## config.mk

```make
export PLATFORM = sky130hd
export DESIGN_NAME = tee_timer_event
export DESIGN_NICKNAME = d
export VERILOG_FILES = /design/src/hdl/tee_pkg.sv /design/src/hdl/tee_edge_decoder.sv /design/src/hdl/tee_timer_event.sv
export SDC_FILE = /design/constraint.sdc
export NUM_CORES = 1
export LEC_CHECK = 0
export BUFFER_PORTS_ARGS = -buffer_cell sky130_fd_sc_hd__clkbuf_2
export CAP_MARGIN = 10
export CELL_PAD_IN_SITES_DETAIL_PLACEMENT = 0
export CELL_PAD_IN_SITES_GLOBAL_PLACEMENT = 1
export CORE_ASPECT_RATIO = 0.5
export CORE_MARGIN = 2
export CORE_UTILIZATION = 47
export DETAILED_ROUTE_END_ITERATION = 16
export GPL_TIMING_DRIVEN = 0
export HOLD_SLACK_MARGIN = 0.08
export PLACE_DENSITY = 0.79
export SLEW_MARGIN = 30
export SYNTH_ARGS = -nofsm -noshare
export SYNTH_HDL_FRONTEND = slang
export SYNTH_HIERARCHICAL = 1
export SYNTH_SLANG_ARGS = --single-unit
```

## constraint.sdc

```tcl
create_clock -name clk_in -period 2.9 [get_ports clk_in]
set_input_delay 0.435 -clock clk_in [delete_from_list [all_inputs] [get_ports clk_in]]
set_output_delay 0.435 -clock clk_in [all_outputs]
set_load 0.05 [all_outputs]
```

## src/hdl/tee_pkg.sv

```systemverilog
package tee_pkg;

    // Register offsets (byte addresses on the plain port)
    localparam logic [3:0] ADDR_CONTROL_B = 4'h1;
    localparam logic [3:0] ADDR_EVENT_INPUT_CONTROL = 4'h4;
    localparam logic [3:0] ADDR_INTERRUPT_ENABLE_CONTROL = 4'h5;
    localparam logic [3:0] ADDR_INTERRUPT_FLAG_STATUS = 4'h6;
    localparam logic [3:0] ADDR_STATUS = 4'h7;
    localparam logic [3:0] ADDR_COUNTER_LOW = 4'hA;
    localparam logic [3:0] ADDR_COUNTER_HIGH = 4'hB;
    localparam logic [3:0] ADDR_CAPTURE_COMPARE_VALUE_LOW = 4'hC;
    localparam logic [3:0] ADDR_CAPTURE_COMPARE_VALUE_HIGH = 4'hD;
    localparam logic [3:0] ADDR_ENABLE = 4'h0;

    // Field positions
    localparam int BIT_CAPTURE = 0;
    localparam int BIT_OVERFLOW = 1;
    localparam int BIT_EDGE = 4;
    localparam int BIT_CAPTURE_EVENT_INPUT_ENABLE_EN = 0;
    localparam int BIT_RUN = 0;
    localparam int BIT_ENABLE = 0;

    // Reset values and counter limits
    localparam logic [7:0] RESET_BYTE = 8'h00;
    localparam logic [15:0] RESET_WORD = 16'h0000;
    localparam logic [15:0] COUNT_MAX = 16'hFFFF;
    localparam logic [15:0] COUNT_BOTTOM = 16'h0000;
    localparam logic [7:0] BYTE_BOTTOM = 8'h00;

    typedef enum logic [2:0] {
        MODE_PERIODIC = 3'h0,
        MODE_TIMEOUT = 3'h1,
        MODE_CAPTURE = 3'h2,
        MODE_FREQUENCY = 3'h3,
        MODE_PULSE_WIDTH = 3'h4,
        MODE_FREQ_PULSE = 3'h5,
        MODE_SINGLE_SHOT = 3'h6,
        MODE_PWM8 = 3'h7
    } tee_mode_e;

    // Decoded edge actions
    typedef struct packed {
        logic start;
        logic stop;
        logic restart;
        logic capture;
        logic set_flag;
    } tee_action_s;

    typedef enum logic [1:0] {
        FP_IDLE = 2'b00,
        FP_RUNNING = 2'b01,
        FP_CAPTURED = 2'b10
    } tee_fp_e;

endpackage : tee_pkg

```

## src/hdl/tee_edge_decoder.sv

```systemverilog
`timescale 1ns/10ps
module tee_edge_decoder (
    // Event and configuration
    input wire logic rise_in,
    input wire logic fall_in,
    input wire logic edge_sel_in,
    input wire logic capture_enable_in,
    input wire tee_pkg::tee_mode_e mode_in,
    input wire tee_pkg::tee_fp_e fp_state_in,
    // Decoded action
    output tee_pkg::tee_action_s action_out
);

    logic prim;
    logic secd;

    always_comb begin
        prim = edge_sel_in ? fall_in : rise_in;
        secd = edge_sel_in ? rise_in : fall_in;
        action_out = '0;
        case (mode_in)
            tee_pkg::MODE_PERIODIC: begin
                action_out = '0;
            end
            tee_pkg::MODE_TIMEOUT: begin
                action_out.start = prim;
                action_out.stop = secd;
            end
            tee_pkg::MODE_CAPTURE: begin
                action_out.capture = prim && capture_enable_in;
                action_out.set_flag = prim && capture_enable_in;
            end
            tee_pkg::MODE_FREQUENCY: begin
                action_out.capture = prim && capture_enable_in;
                action_out.restart = prim && capture_enable_in;
                action_out.set_flag = prim && capture_enable_in;
            end
            tee_pkg::MODE_PULSE_WIDTH: begin
                action_out.restart = prim && capture_enable_in;
                action_out.capture = secd && capture_enable_in;
                action_out.set_flag = secd && capture_enable_in;
            end
            tee_pkg::MODE_FREQ_PULSE: begin
                if (capture_enable_in) begin
                    case (fp_state_in)
                        tee_pkg::FP_IDLE: begin
                            action_out.restart = prim;
                        end
                        tee_pkg::FP_RUNNING: begin
                            action_out.capture = secd;
                        end
                        tee_pkg::FP_CAPTURED: begin
                            action_out.stop = prim;
                            action_out.set_flag = prim;
                        end
                        default: begin
                            action_out = '0;
                        end
                    endcase
                end
            end
            tee_pkg::MODE_SINGLE_SHOT: begin
                action_out.start = rise_in || (edge_sel_in && fall_in);
            end
            tee_pkg::MODE_PWM8: begin
                action_out = '0;
            end
            default: begin
                action_out = '0;
            end
        endcase
    end

endmodule : tee_edge_decoder

```

## src/hdl/tee_timer_event.sv

```systemverilog
`timescale 1ns/10ps
// Operation
// - Periodic mode ignores all event edges
// - Timeout mode: edges start and stop counter
// - Capture mode: selected edge captures, sets flag
// - Frequency mode: capture, restart, set flag
// - Pulse-width: one edge restarts, other captures
// - Combined: restart, capture, then stop with flag
// - Capture events used only when enabled
// - Overflow enable gates overflow interrupt
// - Capture enable gates capture interrupt
// - Overflow flag set at count FFFF, or at low-byte top in PWM8
// - Writing one clears overflow flag
// - Capture flag cleared by one or capture read
// - Compare value is top in timer modes
// - PWM8: low byte top, high byte flag
// - Combined mode flag on third edge
// - Three-bit mode field encoding
module tee_timer_event (
    // Clock and reset
    input wire logic clk_in,
    input wire logic reset_n_in,
    // Event edges from routing network
    input wire logic event_rise_in,
    input wire logic event_fall_in,
    // Register port
    input wire logic [3:0] reg_addr_in,
    input wire logic [7:0] reg_wdata_in,
    input wire logic reg_write_in,
    input wire logic reg_read_in,
    output logic [7:0] reg_rdata_out,
    // Status
    output logic running_out,
    output logic irq_out
);

    logic enable_q;
    tee_pkg::tee_mode_e mode_q;
    logic edge_sel_q;
    logic capture_flag_bit_en_q;
    logic [1:0] int_enable_q;
    logic [1:0] int_flag_q;
    logic [15:0] count_q;
    logic [15:0] capture_compare_value_q;
    logic run_q;
    tee_pkg::tee_fp_e fp_q;
    logic [7:0] reg_rdata_q;
    logic irq_q;
    tee_pkg::tee_action_s action;

    logic wr_any;
    logic tick;
    logic at_top;
    logic pwm_wrap;
    logic pwm_duty_hit;
    logic overflow_ev;
    logic capture_ev;
    logic capture_flag_bit_mode;
    logic capture_flag_bit_read;

    assign wr_any = reg_write_in;
    assign tick = enable_q && run_q;

    tee_edge_decoder u_decoder (
        .rise_in(event_rise_in),
        .fall_in(event_fall_in),
        .edge_sel_in(edge_sel_q),
        .capture_enable_in(capture_flag_bit_en_q),
        .mode_in(mode_q),
        .fp_state_in(fp_q),
        .action_out(action)
    );

    // Compare against top
    always_comb begin
        at_top = (count_q == capture_compare_value_q);
        pwm_wrap = (count_q[7:0] == capture_compare_value_q[7:0]);
        pwm_duty_hit = (count_q[7:0] == capture_compare_value_q[15:8]);
        capture_flag_bit_mode = (mode_q == tee_pkg::MODE_CAPTURE) || (mode_q == tee_pkg::MODE_FREQUENCY) ||
            (mode_q == tee_pkg::MODE_PULSE_WIDTH) || (mode_q == tee_pkg::MODE_FREQ_PULSE);
        capture_flag_bit_read = reg_read_in && capture_flag_bit_mode &&
            ((reg_addr_in == tee_pkg::ADDR_CAPTURE_COMPARE_VALUE_LOW) || (reg_addr_in == tee_pkg::ADDR_CAPTURE_COMPARE_VALUE_HIGH));
        overflow_ev = 1'b0;
        capture_ev = action.set_flag && enable_q;
        case (mode_q)
            tee_pkg::MODE_PERIODIC, tee_pkg::MODE_TIMEOUT, tee_pkg::MODE_SINGLE_SHOT: begin
                capture_ev = tick && at_top;
                overflow_ev = tick && (count_q == tee_pkg::COUNT_MAX);
            end
            tee_pkg::MODE_PWM8: begin
                capture_ev = tick && pwm_duty_hit;
                overflow_ev = tick && pwm_wrap;
            end
            default: begin
                overflow_ev = tick && (count_q == tee_pkg::COUNT_MAX) && !action.restart;
            end
        endcase
    end

    // Control registers
    always_ff @(posedge clk_in or negedge reset_n_in) begin
        if (!reset_n_in) begin
            enable_q <= 1'b0;
            mode_q <= tee_pkg::MODE_PERIODIC;
            edge_sel_q <= 1'b0;
            capture_flag_bit_en_q <= 1'b0;
            int_enable_q <= 2'b00;
        end else if (wr_any) begin
            case (reg_addr_in)
                tee_pkg::ADDR_ENABLE: begin
                    enable_q <= reg_wdata_in[tee_pkg::BIT_ENABLE];
                end
                tee_pkg::ADDR_CONTROL_B: begin
                    mode_q <= tee_pkg::tee_mode_e'(reg_wdata_in[2:0]);
                end
                tee_pkg::ADDR_EVENT_INPUT_CONTROL: begin
                    edge_sel_q <= reg_wdata_in[tee_pkg::BIT_EDGE];
                    capture_flag_bit_en_q <= reg_wdata_in[tee_pkg::BIT_CAPTURE_EVENT_INPUT_ENABLE_EN];
                end
                tee_pkg::ADDR_INTERRUPT_ENABLE_CONTROL: begin
                    int_enable_q <= reg_wdata_in[1:0];
                end
                default: begin
                    enable_q <= enable_q;
                end
            endcase
        end
    end

    // Run state and combined-mode sequence
    always_ff @(posedge clk_in or negedge reset_n_in) begin
        if (!reset_n_in) begin
            run_q <= 1'b0;
            fp_q <= tee_pkg::FP_IDLE;
        end else if (wr_any && reg_addr_in == tee_pkg::ADDR_CONTROL_B) begin
            // Timeout, combined and single-shot wait for a start edge
            run_q <= (reg_wdata_in[2:0] != tee_pkg::MODE_TIMEOUT) &&
                     (reg_wdata_in[2:0] != tee_pkg::MODE_SINGLE_SHOT) &&
                     (reg_wdata_in[2:0] != tee_pkg::MODE_FREQ_PULSE);
            fp_q <= tee_pkg::FP_IDLE;
        end else if (enable_q) begin
            if (action.start || action.restart) begin
                run_q <= 1'b1;
            end else if (action.stop) begin
                run_q <= 1'b0;
            end else if (mode_q == tee_pkg::MODE_SINGLE_SHOT && tick && at_top) begin
                run_q <= 1'b0;
            end
            case (fp_q)
                tee_pkg::FP_IDLE: begin
                    if (action.restart && mode_q == tee_pkg::MODE_FREQ_PULSE) begin
                        fp_q <= tee_pkg::FP_RUNNING;
                    end
                end
                tee_pkg::FP_RUNNING: begin
                    if (action.capture) begin
                        fp_q <= tee_pkg::FP_CAPTURED;
                    end
                end
                tee_pkg::FP_CAPTURED: begin
                    if (action.stop) begin
                        fp_q <= tee_pkg::FP_IDLE;
                    end
                end
                default: begin
                    fp_q <= tee_pkg::FP_IDLE;
                end
            endcase
        end
    end

    // Counter
    always_ff @(posedge clk_in or negedge reset_n_in) begin
        if (!reset_n_in) begin
            count_q <= tee_pkg::RESET_WORD;
        end else if (wr_any && reg_addr_in == tee_pkg::ADDR_COUNTER_LOW) begin
            count_q[7:0] <= reg_wdata_in;
        end else if (wr_any && reg_addr_in == tee_pkg::ADDR_COUNTER_HIGH) begin
            count_q[15:8] <= reg_wdata_in;
        end else if (enable_q && action.restart) begin
            count_q <= tee_pkg::COUNT_BOTTOM;
        end else if (tick) begin
            if (mode_q == tee_pkg::MODE_PWM8) begin
                count_q[15:8] <= tee_pkg::BYTE_BOTTOM;
                count_q[7:0] <= pwm_wrap ? tee_pkg::BYTE_BOTTOM : count_q[7:0] + 8'h01;
            end else if ((mode_q == tee_pkg::MODE_PERIODIC || mode_q == tee_pkg::MODE_TIMEOUT ||
                          mode_q == tee_pkg::MODE_SINGLE_SHOT) && at_top) begin
                count_q <= tee_pkg::COUNT_BOTTOM;
            end else begin
                count_q <= count_q + 16'h0001;
            end
        end
    end

    // Capture/compare register
    always_ff @(posedge clk_in or negedge reset_n_in) begin
        if (!reset_n_in) begin
            capture_compare_value_q <= tee_pkg::RESET_WORD;
        end else if (enable_q && action.capture) begin
            capture_compare_value_q <= count_q;
        end else if (wr_any && reg_addr_in == tee_pkg::ADDR_CAPTURE_COMPARE_VALUE_LOW) begin
            capture_compare_value_q[7:0] <= reg_wdata_in;
        end else if (wr_any && reg_addr_in == tee_pkg::ADDR_CAPTURE_COMPARE_VALUE_HIGH) begin
            capture_compare_value_q[15:8] <= reg_wdata_in;
        end
    end

    // Sticky flags, set wins over clear
    always_ff @(posedge clk_in or negedge reset_n_in) begin
        if (!reset_n_in) begin
            int_flag_q <= 2'b00;
        end else begin
            if (overflow_ev) begin
                int_flag_q[tee_pkg::BIT_OVERFLOW] <= 1'b1;
            end else if (wr_any && reg_addr_in == tee_pkg::ADDR_INTERRUPT_FLAG_STATUS &&
                         reg_wdata_in[tee_pkg::BIT_OVERFLOW]) begin
                int_flag_q[tee_pkg::BIT_OVERFLOW] <= 1'b0;
            end
            if (capture_ev) begin
                int_flag_q[tee_pkg::BIT_CAPTURE] <= 1'b1;
            end else if (capture_flag_bit_read || (wr_any && reg_addr_in == tee_pkg::ADDR_INTERRUPT_FLAG_STATUS &&
                         reg_wdata_in[tee_pkg::BIT_CAPTURE])) begin
                int_flag_q[tee_pkg::BIT_CAPTURE] <= 1'b0;
            end
        end
    end

    // Interrupt output
    always_ff @(posedge clk_in or negedge reset_n_in) begin
        if (!reset_n_in) begin
            irq_q <= 1'b0;
        end else begin
            irq_q <= (int_flag_q[tee_pkg::BIT_OVERFLOW] && int_enable_q[tee_pkg::BIT_OVERFLOW]) ||
                     (int_flag_q[tee_pkg::BIT_CAPTURE] && int_enable_q[tee_pkg::BIT_CAPTURE]);
        end
    end

    // Read data, one cycle after the strobe
    always_ff @(posedge clk_in or negedge reset_n_in) begin
        if (!reset_n_in) begin
            reg_rdata_q <= tee_pkg::RESET_BYTE;
        end else if (reg_read_in) begin
            case (reg_addr_in)
                tee_pkg::ADDR_ENABLE: reg_rdata_q <= {7'h00, enable_q};
                tee_pkg::ADDR_CONTROL_B: reg_rdata_q <= {5'h00, mode_q};
                tee_pkg::ADDR_EVENT_INPUT_CONTROL: reg_rdata_q <= {3'h0, edge_sel_q, 3'h0, capture_flag_bit_en_q};
                tee_pkg::ADDR_INTERRUPT_ENABLE_CONTROL: reg_rdata_q <= {6'h00, int_enable_q};
                tee_pkg::ADDR_INTERRUPT_FLAG_STATUS: reg_rdata_q <= {6'h00, int_flag_q};
                tee_pkg::ADDR_STATUS: reg_rdata_q <= {7'h00, run_q};
                tee_pkg::ADDR_COUNTER_LOW: reg_rdata_q <= count_q[7:0];
                tee_pkg::ADDR_COUNTER_HIGH: reg_rdata_q <= count_q[15:8];
                tee_pkg::ADDR_CAPTURE_COMPARE_VALUE_LOW: reg_rdata_q <= capture_compare_value_q[7:0];
                tee_pkg::ADDR_CAPTURE_COMPARE_VALUE_HIGH: reg_rdata_q <= capture_compare_value_q[15:8];
                default: reg_rdata_q <= tee_pkg::RESET_BYTE;
            endcase
        end else begin
            reg_rdata_q <= tee_pkg::RESET_BYTE;
        end
    end

    assign reg_rdata_out = reg_rdata_q;
    assign running_out = run_q;
    assign irq_out = irq_q;

endmodule : tee_timer_event

```

==> results.md, run 1 <==
- Vias per std cell: 6.426
- Layout cell share with drive strength beyond 1: 15.91%
- Synth Flop Type: dfrtp_1
- Initial DRC Count: 354
- Core area: 0.007943 mm²
- Post-cts hold buffer count: 0
- Min cycle time layout: 2761 ps
- DRC: 0
- WL final: 12580 µm
- Worst rel slew slack: 45.74%
- Postcts setup bufs: 0
- Buffers on Ports: 24
- Clk_skew: 5.388 ps
- Register bit count reported by yosys: 54
- Die width: 131.3 µm
- Die height: 67.67 µm
- Largest net degree at the start of global routing: 55
- Post-synthesis instance area: 0.003810 mm²
- Vias: 3708
- Outcome: finished clean
- Cell type with the largest total area after synthesis: dfrtp_1
- TNS Setup: 0 ps
- Syn_area_per_cell: 8.779 µm²
- N_diodes: 0
- Initial Util: 47.97%
- Synth top area cells: dfrtp_1 (35%), nand2_1 (6.1%), mux2i_1 (5.0%), xor2_1 (3.9%), o21ai_0 (3.8%)
- Final #Nets: 485
- Worst-path clk slew: 70 ps
- Maximum vdd drop: 392.7 µV
- Fin crit share: 95.21%
- Fin. Hold Viols: 0
- Post-route antenna net violation count: 0
- Vias in the first global route: 3433
- GRT Total Usage: 29.50%
- Gate Count Post-Synth: 434
- Place WS: 208.3 ps
- Max-slew violations: 0
- Area share of the largest cell type after synthesis: 35.47%
- WS Path Type: reg -> reg
- Num Clock Sinks: 54
- Placed Cells: 570
- DIE AREA: 0.008886 mm²
- Critical path fanouts, max: 13
- Critical Path RT: 3130 ps
- H-tree Lvls: 2
- # setup viols final: 0
- Arrival time worst endpoint: 3000 ps
- Net Count, Synth: 454
- CTS Buffer Depth: 2
- Fillers: 770
- Final core occ: 53.06%
- Max_cap viols: 0
- Yosys warning count: 6
- Cell area power density: 768.0 mW/mm²
- RePlAce Congestion: 0.9712
- Lkg Pwr: 1.720 nW
- CTS root buffer: clkbuf_16
- Initial antenna violation count: 0
- Placed cell area: 0.004078 mm²
- HPWL after DPL: 9116 µm
- Global-route wire length before repair: 19510 µm
- Multi-input gate area: 0.002231 mm²
- Element type at the critical path end: flop
- Fmax: 0.3622 GHz
- WHS: 228.0 ps
- FF-to-FF path depth: 8
- TritonCTS Buffers: 5
- RSZ-0062 raised after global routing: no
- Rows: 23
- Setup WS post-layout: 138.9 ps
- Drt wl/cell: 21.81 µm
- Worst hold path class: in -> async
- Layout overhead on the synthesized area: 10.61%
- Startpoint Class: flop
- Final Total Pwr: 3.237 mW
- GRT Residual Overflow: 0
- Worst-skew pair later-pin latency: 300 ps
- Layout Cells excl Fill: 577
- Number of synthesized flops with an enable pin: 0
- Sequential area share after synthesis: 35.47%
- Count of cell types in the netlist: 71
- DRT Pass-1 Iters: 7
- Fin area: 0.004214 mm²
- CTS tree: yes
- Worst-margin pin slew: 810.4 ps
- Boundary pin count: 28
- Ys async rst share: 100.0%
- Register area: 0.001351 mm²
-- layer usage --
layer	global-route usage (%)	share of wire (%)	vias up
met3	7.282	8.2	30
met2	44.47	42	185
met5	0	0	-
met4	10.87	2.7	0
met1	41.45	47	1828
li1	-	-	1665
-- cell usage in the layout (no fill, tap or decap), types with 4 or more instances in the layout --
cell type  Yosys  routed
mux2_2        10      10
a22o_1         5       5
buf_6          4       4
a32oi_1        6       6
mux2i_1       19      19
inv_1         12      12
clkbuf_2       0      23
nor4_1         8       8
xor2_1        17      17
xnor2_1        8       8
a22oi_1       10      10
nand2_1       62      62
buf_2          5       5
nand3_1       17      17
and3_1         6       6
clkbuf_1      18      20
nand3b_1       5       5
a31oi_1        5       5
dfrtp_1       54      54
clkbuf_16      0       5
nor3_1        11      11
nand4_1        9       9
a221o_1        7       7
a21oi_1       17      16
o21ai_0       29      29
nor2_1        17      17
-- state kept, by name (all words and copies together) (netlist names), 2 cells and up --
register	count
mode_q	3
reg_rdata_out	8
count_q	16
fp_q	2
capture_compare_value_q	16
int_flag_q	2
int_enable_q	2
-- cells in the mapped netlist (5+ instances only) --
master    instances
xor2_1           17
clkbuf_1         18
xnor2_1           8
mux2i_1          19
buf_2             5
mux2_2           10
nand3_1          17
a32oi_1           6
o21ai_0          29
and3_1            6
nand3b_1          5
dfrtp_1          54
a221o_1           7
a21oi_1          17
nand4_1           9
a22o_1            5
nor4_1            8
nor2_1           17
inv_1            12
a22oi_1          10
nand2_1          62
nor3_1           11
a31oi_1           5
-- layout make-up --
| type | instances | share of cell area (%) |
|---|---|---|
| multi-input cells | 335 | 52.94 |
| flip-flops and latches | 54 | 32.07 |
| plain buffers | 33 | 4.543 |
| well taps | 112 | 3.325 |
| clock buffers | 7 | 3.147 |
| repair buffers | 24 | 2.910 |
| inverters | 12 | 1.069 |
-- repair_timing --
item / CTS / global route
endpoints found under the hold margin: 0 / 0
gates resized for setup: 0 / 1
setup endpoints to repair: 0 / 3
-- cells by family after synthesis --
logic type,synth area share (%)
fa+ha+maj,0.6567
xor+xnor,5.747
compound gates,20.89
mux,8.341
buf+inv,6.206
simple gates,22.69
flops,35.47
-- power breakdown --
| group | leakage (nW) | internal, mW | switching (mW) |
|---|---|---|---|
| Combinational | 1.01 | 0.577 | 0.791 |
| Sequential | 0.642 | 0.982 | 0.289 |
| Clock | 0.0640 | 0.317 | 0.279 |
-- worst max-delay path, cell delays in order (launching register included) --
cell and delay (ps):
dfrtp_1 600, nand2_1 100, a2bb2oi_1 140, nor2_1 470, o21a_1 380, a21oi_2 190
or4_1 530, a21o_2 230, nand2_1 60
-- final timing paths --
kind / from / end / slack, ps
setup / recovery: mode_q[0]$_DFFE_PN0P_ / count_q[4]$_DFFE_PN0P_ / 140
hold / removal: reset_n_in / count_q[5]$_DFFE_PN0P_ / 230
setup reg to reg: mode_q[0]$_DFFE_PN0P_ / count_q[4]$_DFFE_PN0P_ / 140
hold reg to reg: int_enable_q[0]$_DFFE_PN0P_ / irq_out$_DFF_PN0_ / 540
max in group asynchronous: reset_n_in / reg_rdata_out[0]$_DFF_PN0_ / 2140
min in group clk_in: reg_wdata_in[6] / count_q[6]$_DFFE_PN0P_ / 480
Power figures use the tool's default switching activity.
==> run 2, diff against run 1 <==
--- a/config.mk
+++ b/config.mk
@@ -6,16 +6,14 @@
 export NUM_CORES = 1
 export LEC_CHECK = 0
 export BUFFER_PORTS_ARGS = -buffer_cell sky130_fd_sc_hd__clkbuf_2
-export CAP_MARGIN = 10
 export CELL_PAD_IN_SITES_DETAIL_PLACEMENT = 0
 export CELL_PAD_IN_SITES_GLOBAL_PLACEMENT = 1
 export CORE_ASPECT_RATIO = 0.5
 export CORE_MARGIN = 2
-export CORE_UTILIZATION = 47
+export CORE_UTILIZATION = 42
 export DETAILED_ROUTE_END_ITERATION = 16
-export GPL_TIMING_DRIVEN = 0
 export HOLD_SLACK_MARGIN = 0.08
-export PLACE_DENSITY = 0.79
+export PLACE_DENSITY = 0.72
 export SLEW_MARGIN = 30
 export SYNTH_ARGS = -nofsm -noshare
 export SYNTH_HDL_FRONTEND = slang
==> run 2 against run 1 <==
  * Setup slack improved by 190 ps
  * Critical path depth unchanged
  * Largest power group unchanged
  * Cell area up 1.6%
  * Highest routed layer unchanged
  * Non-clock buffer count up 1
  * Global-route usage shrank 3.8 points
  * Combinational power about the same
  * Cell count grew 0.87%
  * Clock-buffer cell count decreased by 1
  * Sequential share of layout area decreased by 0.51 points
  * Largest cell class unchanged
  * Critical endpoint is now count_q[14]$_DFFE_PN0P_
==> results.md, run 2 (synthesis results as in run 1) <==
- Post-route antenna net violation count: 0
- GRT Total Usage: 25.70%
- Largest net degree at the start of global routing: 33
- Fin crit share: 88.63%
- Clock power share: 18.7%
- CTS tree: yes
- Fin. Hold Viols: 0
- Critical-path cell list: mux2_4 > nand2_2 > nor2_1 > o21a_1 > a21oi_2 > nor4_1 > a222oi_1 > nand2_1
- Internal power: 1.922 mW
- Layout cell share with drive strength beyond 1: 20.22%
- TNS Setup: 0 ps
- GRT Residual Overflow: 0
- WL final: 12490 µm
- Setup WS post-layout: 329.9 ps
- CTS Buffer Depth: 2
- Num Clock Sinks: 54
- FF-to-FF path depth: 8
- Outcome: finished clean
- Die width: 138.7 µm
- P_sw: 1.380 mW
- Vias in the first global route: 3490
- Placed cell area: 0.004129 mm²
- Startpoint Class: flop
- Commonest cells after routing, fill and taps aside: nand2_1 (62), dfrtp_1 (54), buf_4 (30)
- Fin area: 0.004282 mm²
- Commonest non-fill, non-tap cell in the layout: nand2_1
- Arrival time worst endpoint: 2750 ps
- Buffers on Ports: 27
- Switching Share: 41.79%
- Slowest CP cell: a21oi_2
- RSZ-0062 raised after global routing: no
- Place WS: 378.8 ps
- Die height: 71.35 µm
- N_diodes: 0
- Critical path fanouts, max: 16
- Lkg Pwr: 1.792 nW
- Crit-path max cell delay: 620 ps
- Boundary pin count: 28
- # resized after CTS: 0
- Initial DRC Count: 476
- Initial antenna violation count: 0
- Core area: 0.008768 mm²
- Min-delay src: reg_wdata_in[3]
- DIE AREA: 0.009895 mm²
- Hold path depth: 2
- Logic pwr share: 42.4%
- DRT Pass-1 Iters: 6
- Worst-path clk slew: 70 ps
- Element type at the critical path end: flop
- WS Path Type: reg -> reg
- HPWL after DPL: 9127 µm
- Clk_skew: 5.697 ps
- DRC: 0
- Max-slew violations: 0
- Layout overhead on the synthesized area: 12.38%
- Global-route wire length before repair: 19600 µm
- R2r startpoint: edge_sel_q$_DFFE_PN0P_
- Initial Util: 43.45%
- Min cycle time layout: 2570 ps
- H-tree Lvls: 2
- WHS Endpoint: count_q[3]$_DFFE_PN0P_
- Seq pwr share: 38.9%
- Vias: 3724
- Maximum vdd drop: 298.6 µV
- Drt wl/cell: 21.46 µm
- # setup viols final: 0
- Final Total Pwr: 3.302 mW
- Final #Nets: 486
- Reg-to-Reg End: count_q[14]$_DFFE_PN0P_
- Worst-margin pin slew: 875.1 ps
- R2r setup slk: 330 ps
- Worst hold path class: in -> reg
- Setup crit start: edge_sel_q$_DFFE_PN0P_
- Worst-skew pair later-pin latency: 300 ps
- TritonCTS Buffers: 5
- Critical Path RT: 3080 ps
- Vias per std cell: 6.399
- Max_cap viols: 0
- Cell area power density: 771.3 mW/mm²
- RePlAce Congestion: 0.9282
- Worst rel slew slack: 41.40%
- Fmax: 0.3891 GHz
- CTS root buffer: clkbuf_16
- Rows: 24
run 2: area by class of cell:
| class | count | area, µm² |
|---|---|---|
| Fill cell | 844 | 4487 |
| Multi-Input combinational cell | 335 | 2230 |
| Sequential cell | 54 | 1351 |
| Timing Repair Buffer | 58 | 370.4 |
| Tap cell | 117 | 146.4 |
| Clock buffer | 6 | 138.9 |
| Inverter | 12 | 45.04 |
run 2: worst max path at each step:
stage | endpoint | slack, ps | cells after the start
3_3_place_gp | count_q[14]$_DFFE_PN0P_ | 50 | 9
6_report | count_q[14]$_DFFE_PN0P_ | 330 | 8
5_1_grt | count_q[14]$_DFFE_PN0P_ | 250 | 8
4_1_cts | count_q[14]$_DFFE_PN0P_ | 410 | 8
2_1_floorplan | count_q[11]$_DFFE_PN0P_ | 760 | 9
3_5_place_dp | count_q[14]$_DFFE_PN0P_ | 380 | 9
run 2: power by group through the flow:
stage	clock network (mW)	logic [mW]	registers [mW]
after floorplan	0	0.995	1.23
after global placement	0	1.35	1.29
after detailed placement	0	1.37	1.29
after CTS	0.618	1.38	1.28
after global routing	0.647	1.53	1.32
final	0.616	1.40	1.28
run 2: worst max-delay path, delay by kind of cell, from the launching register on:
kind,cells,cell delay [ps]
and+or+nand+nor,4,400
muxes,1,340
DFF,1,440
AOI/OAI and AO/OA,3,1260
run 2: metrics by stage:
stage	cells	hold slack (ps)	utilization, %
2_1_floorplan	434	139.4	-
3_3_place_gp	575	384.4	47.05
3_5_place_dp	575	385.0	47.09
4_1_cts	582	449.5	48.79
5_1_grt	582	468.2	48.83
6_report	582	449.9	48.83
run 2: per-layer routing:
metal  vias to the layer above  track usage [%]  routed length [µm]
met1                      1842            37.34                5794
met5                         -                0                   0
li1                       1666                -                   -
met2                       193            38.56                5357
met4                         0            7.520                 220
met3                        23            6.083                1118
run 2: what timing repair did:
action / CTS / global route
hold buffers: 1 / 0
setup buffers: 0 / 0
endpoints found under the hold margin: 14 / 0
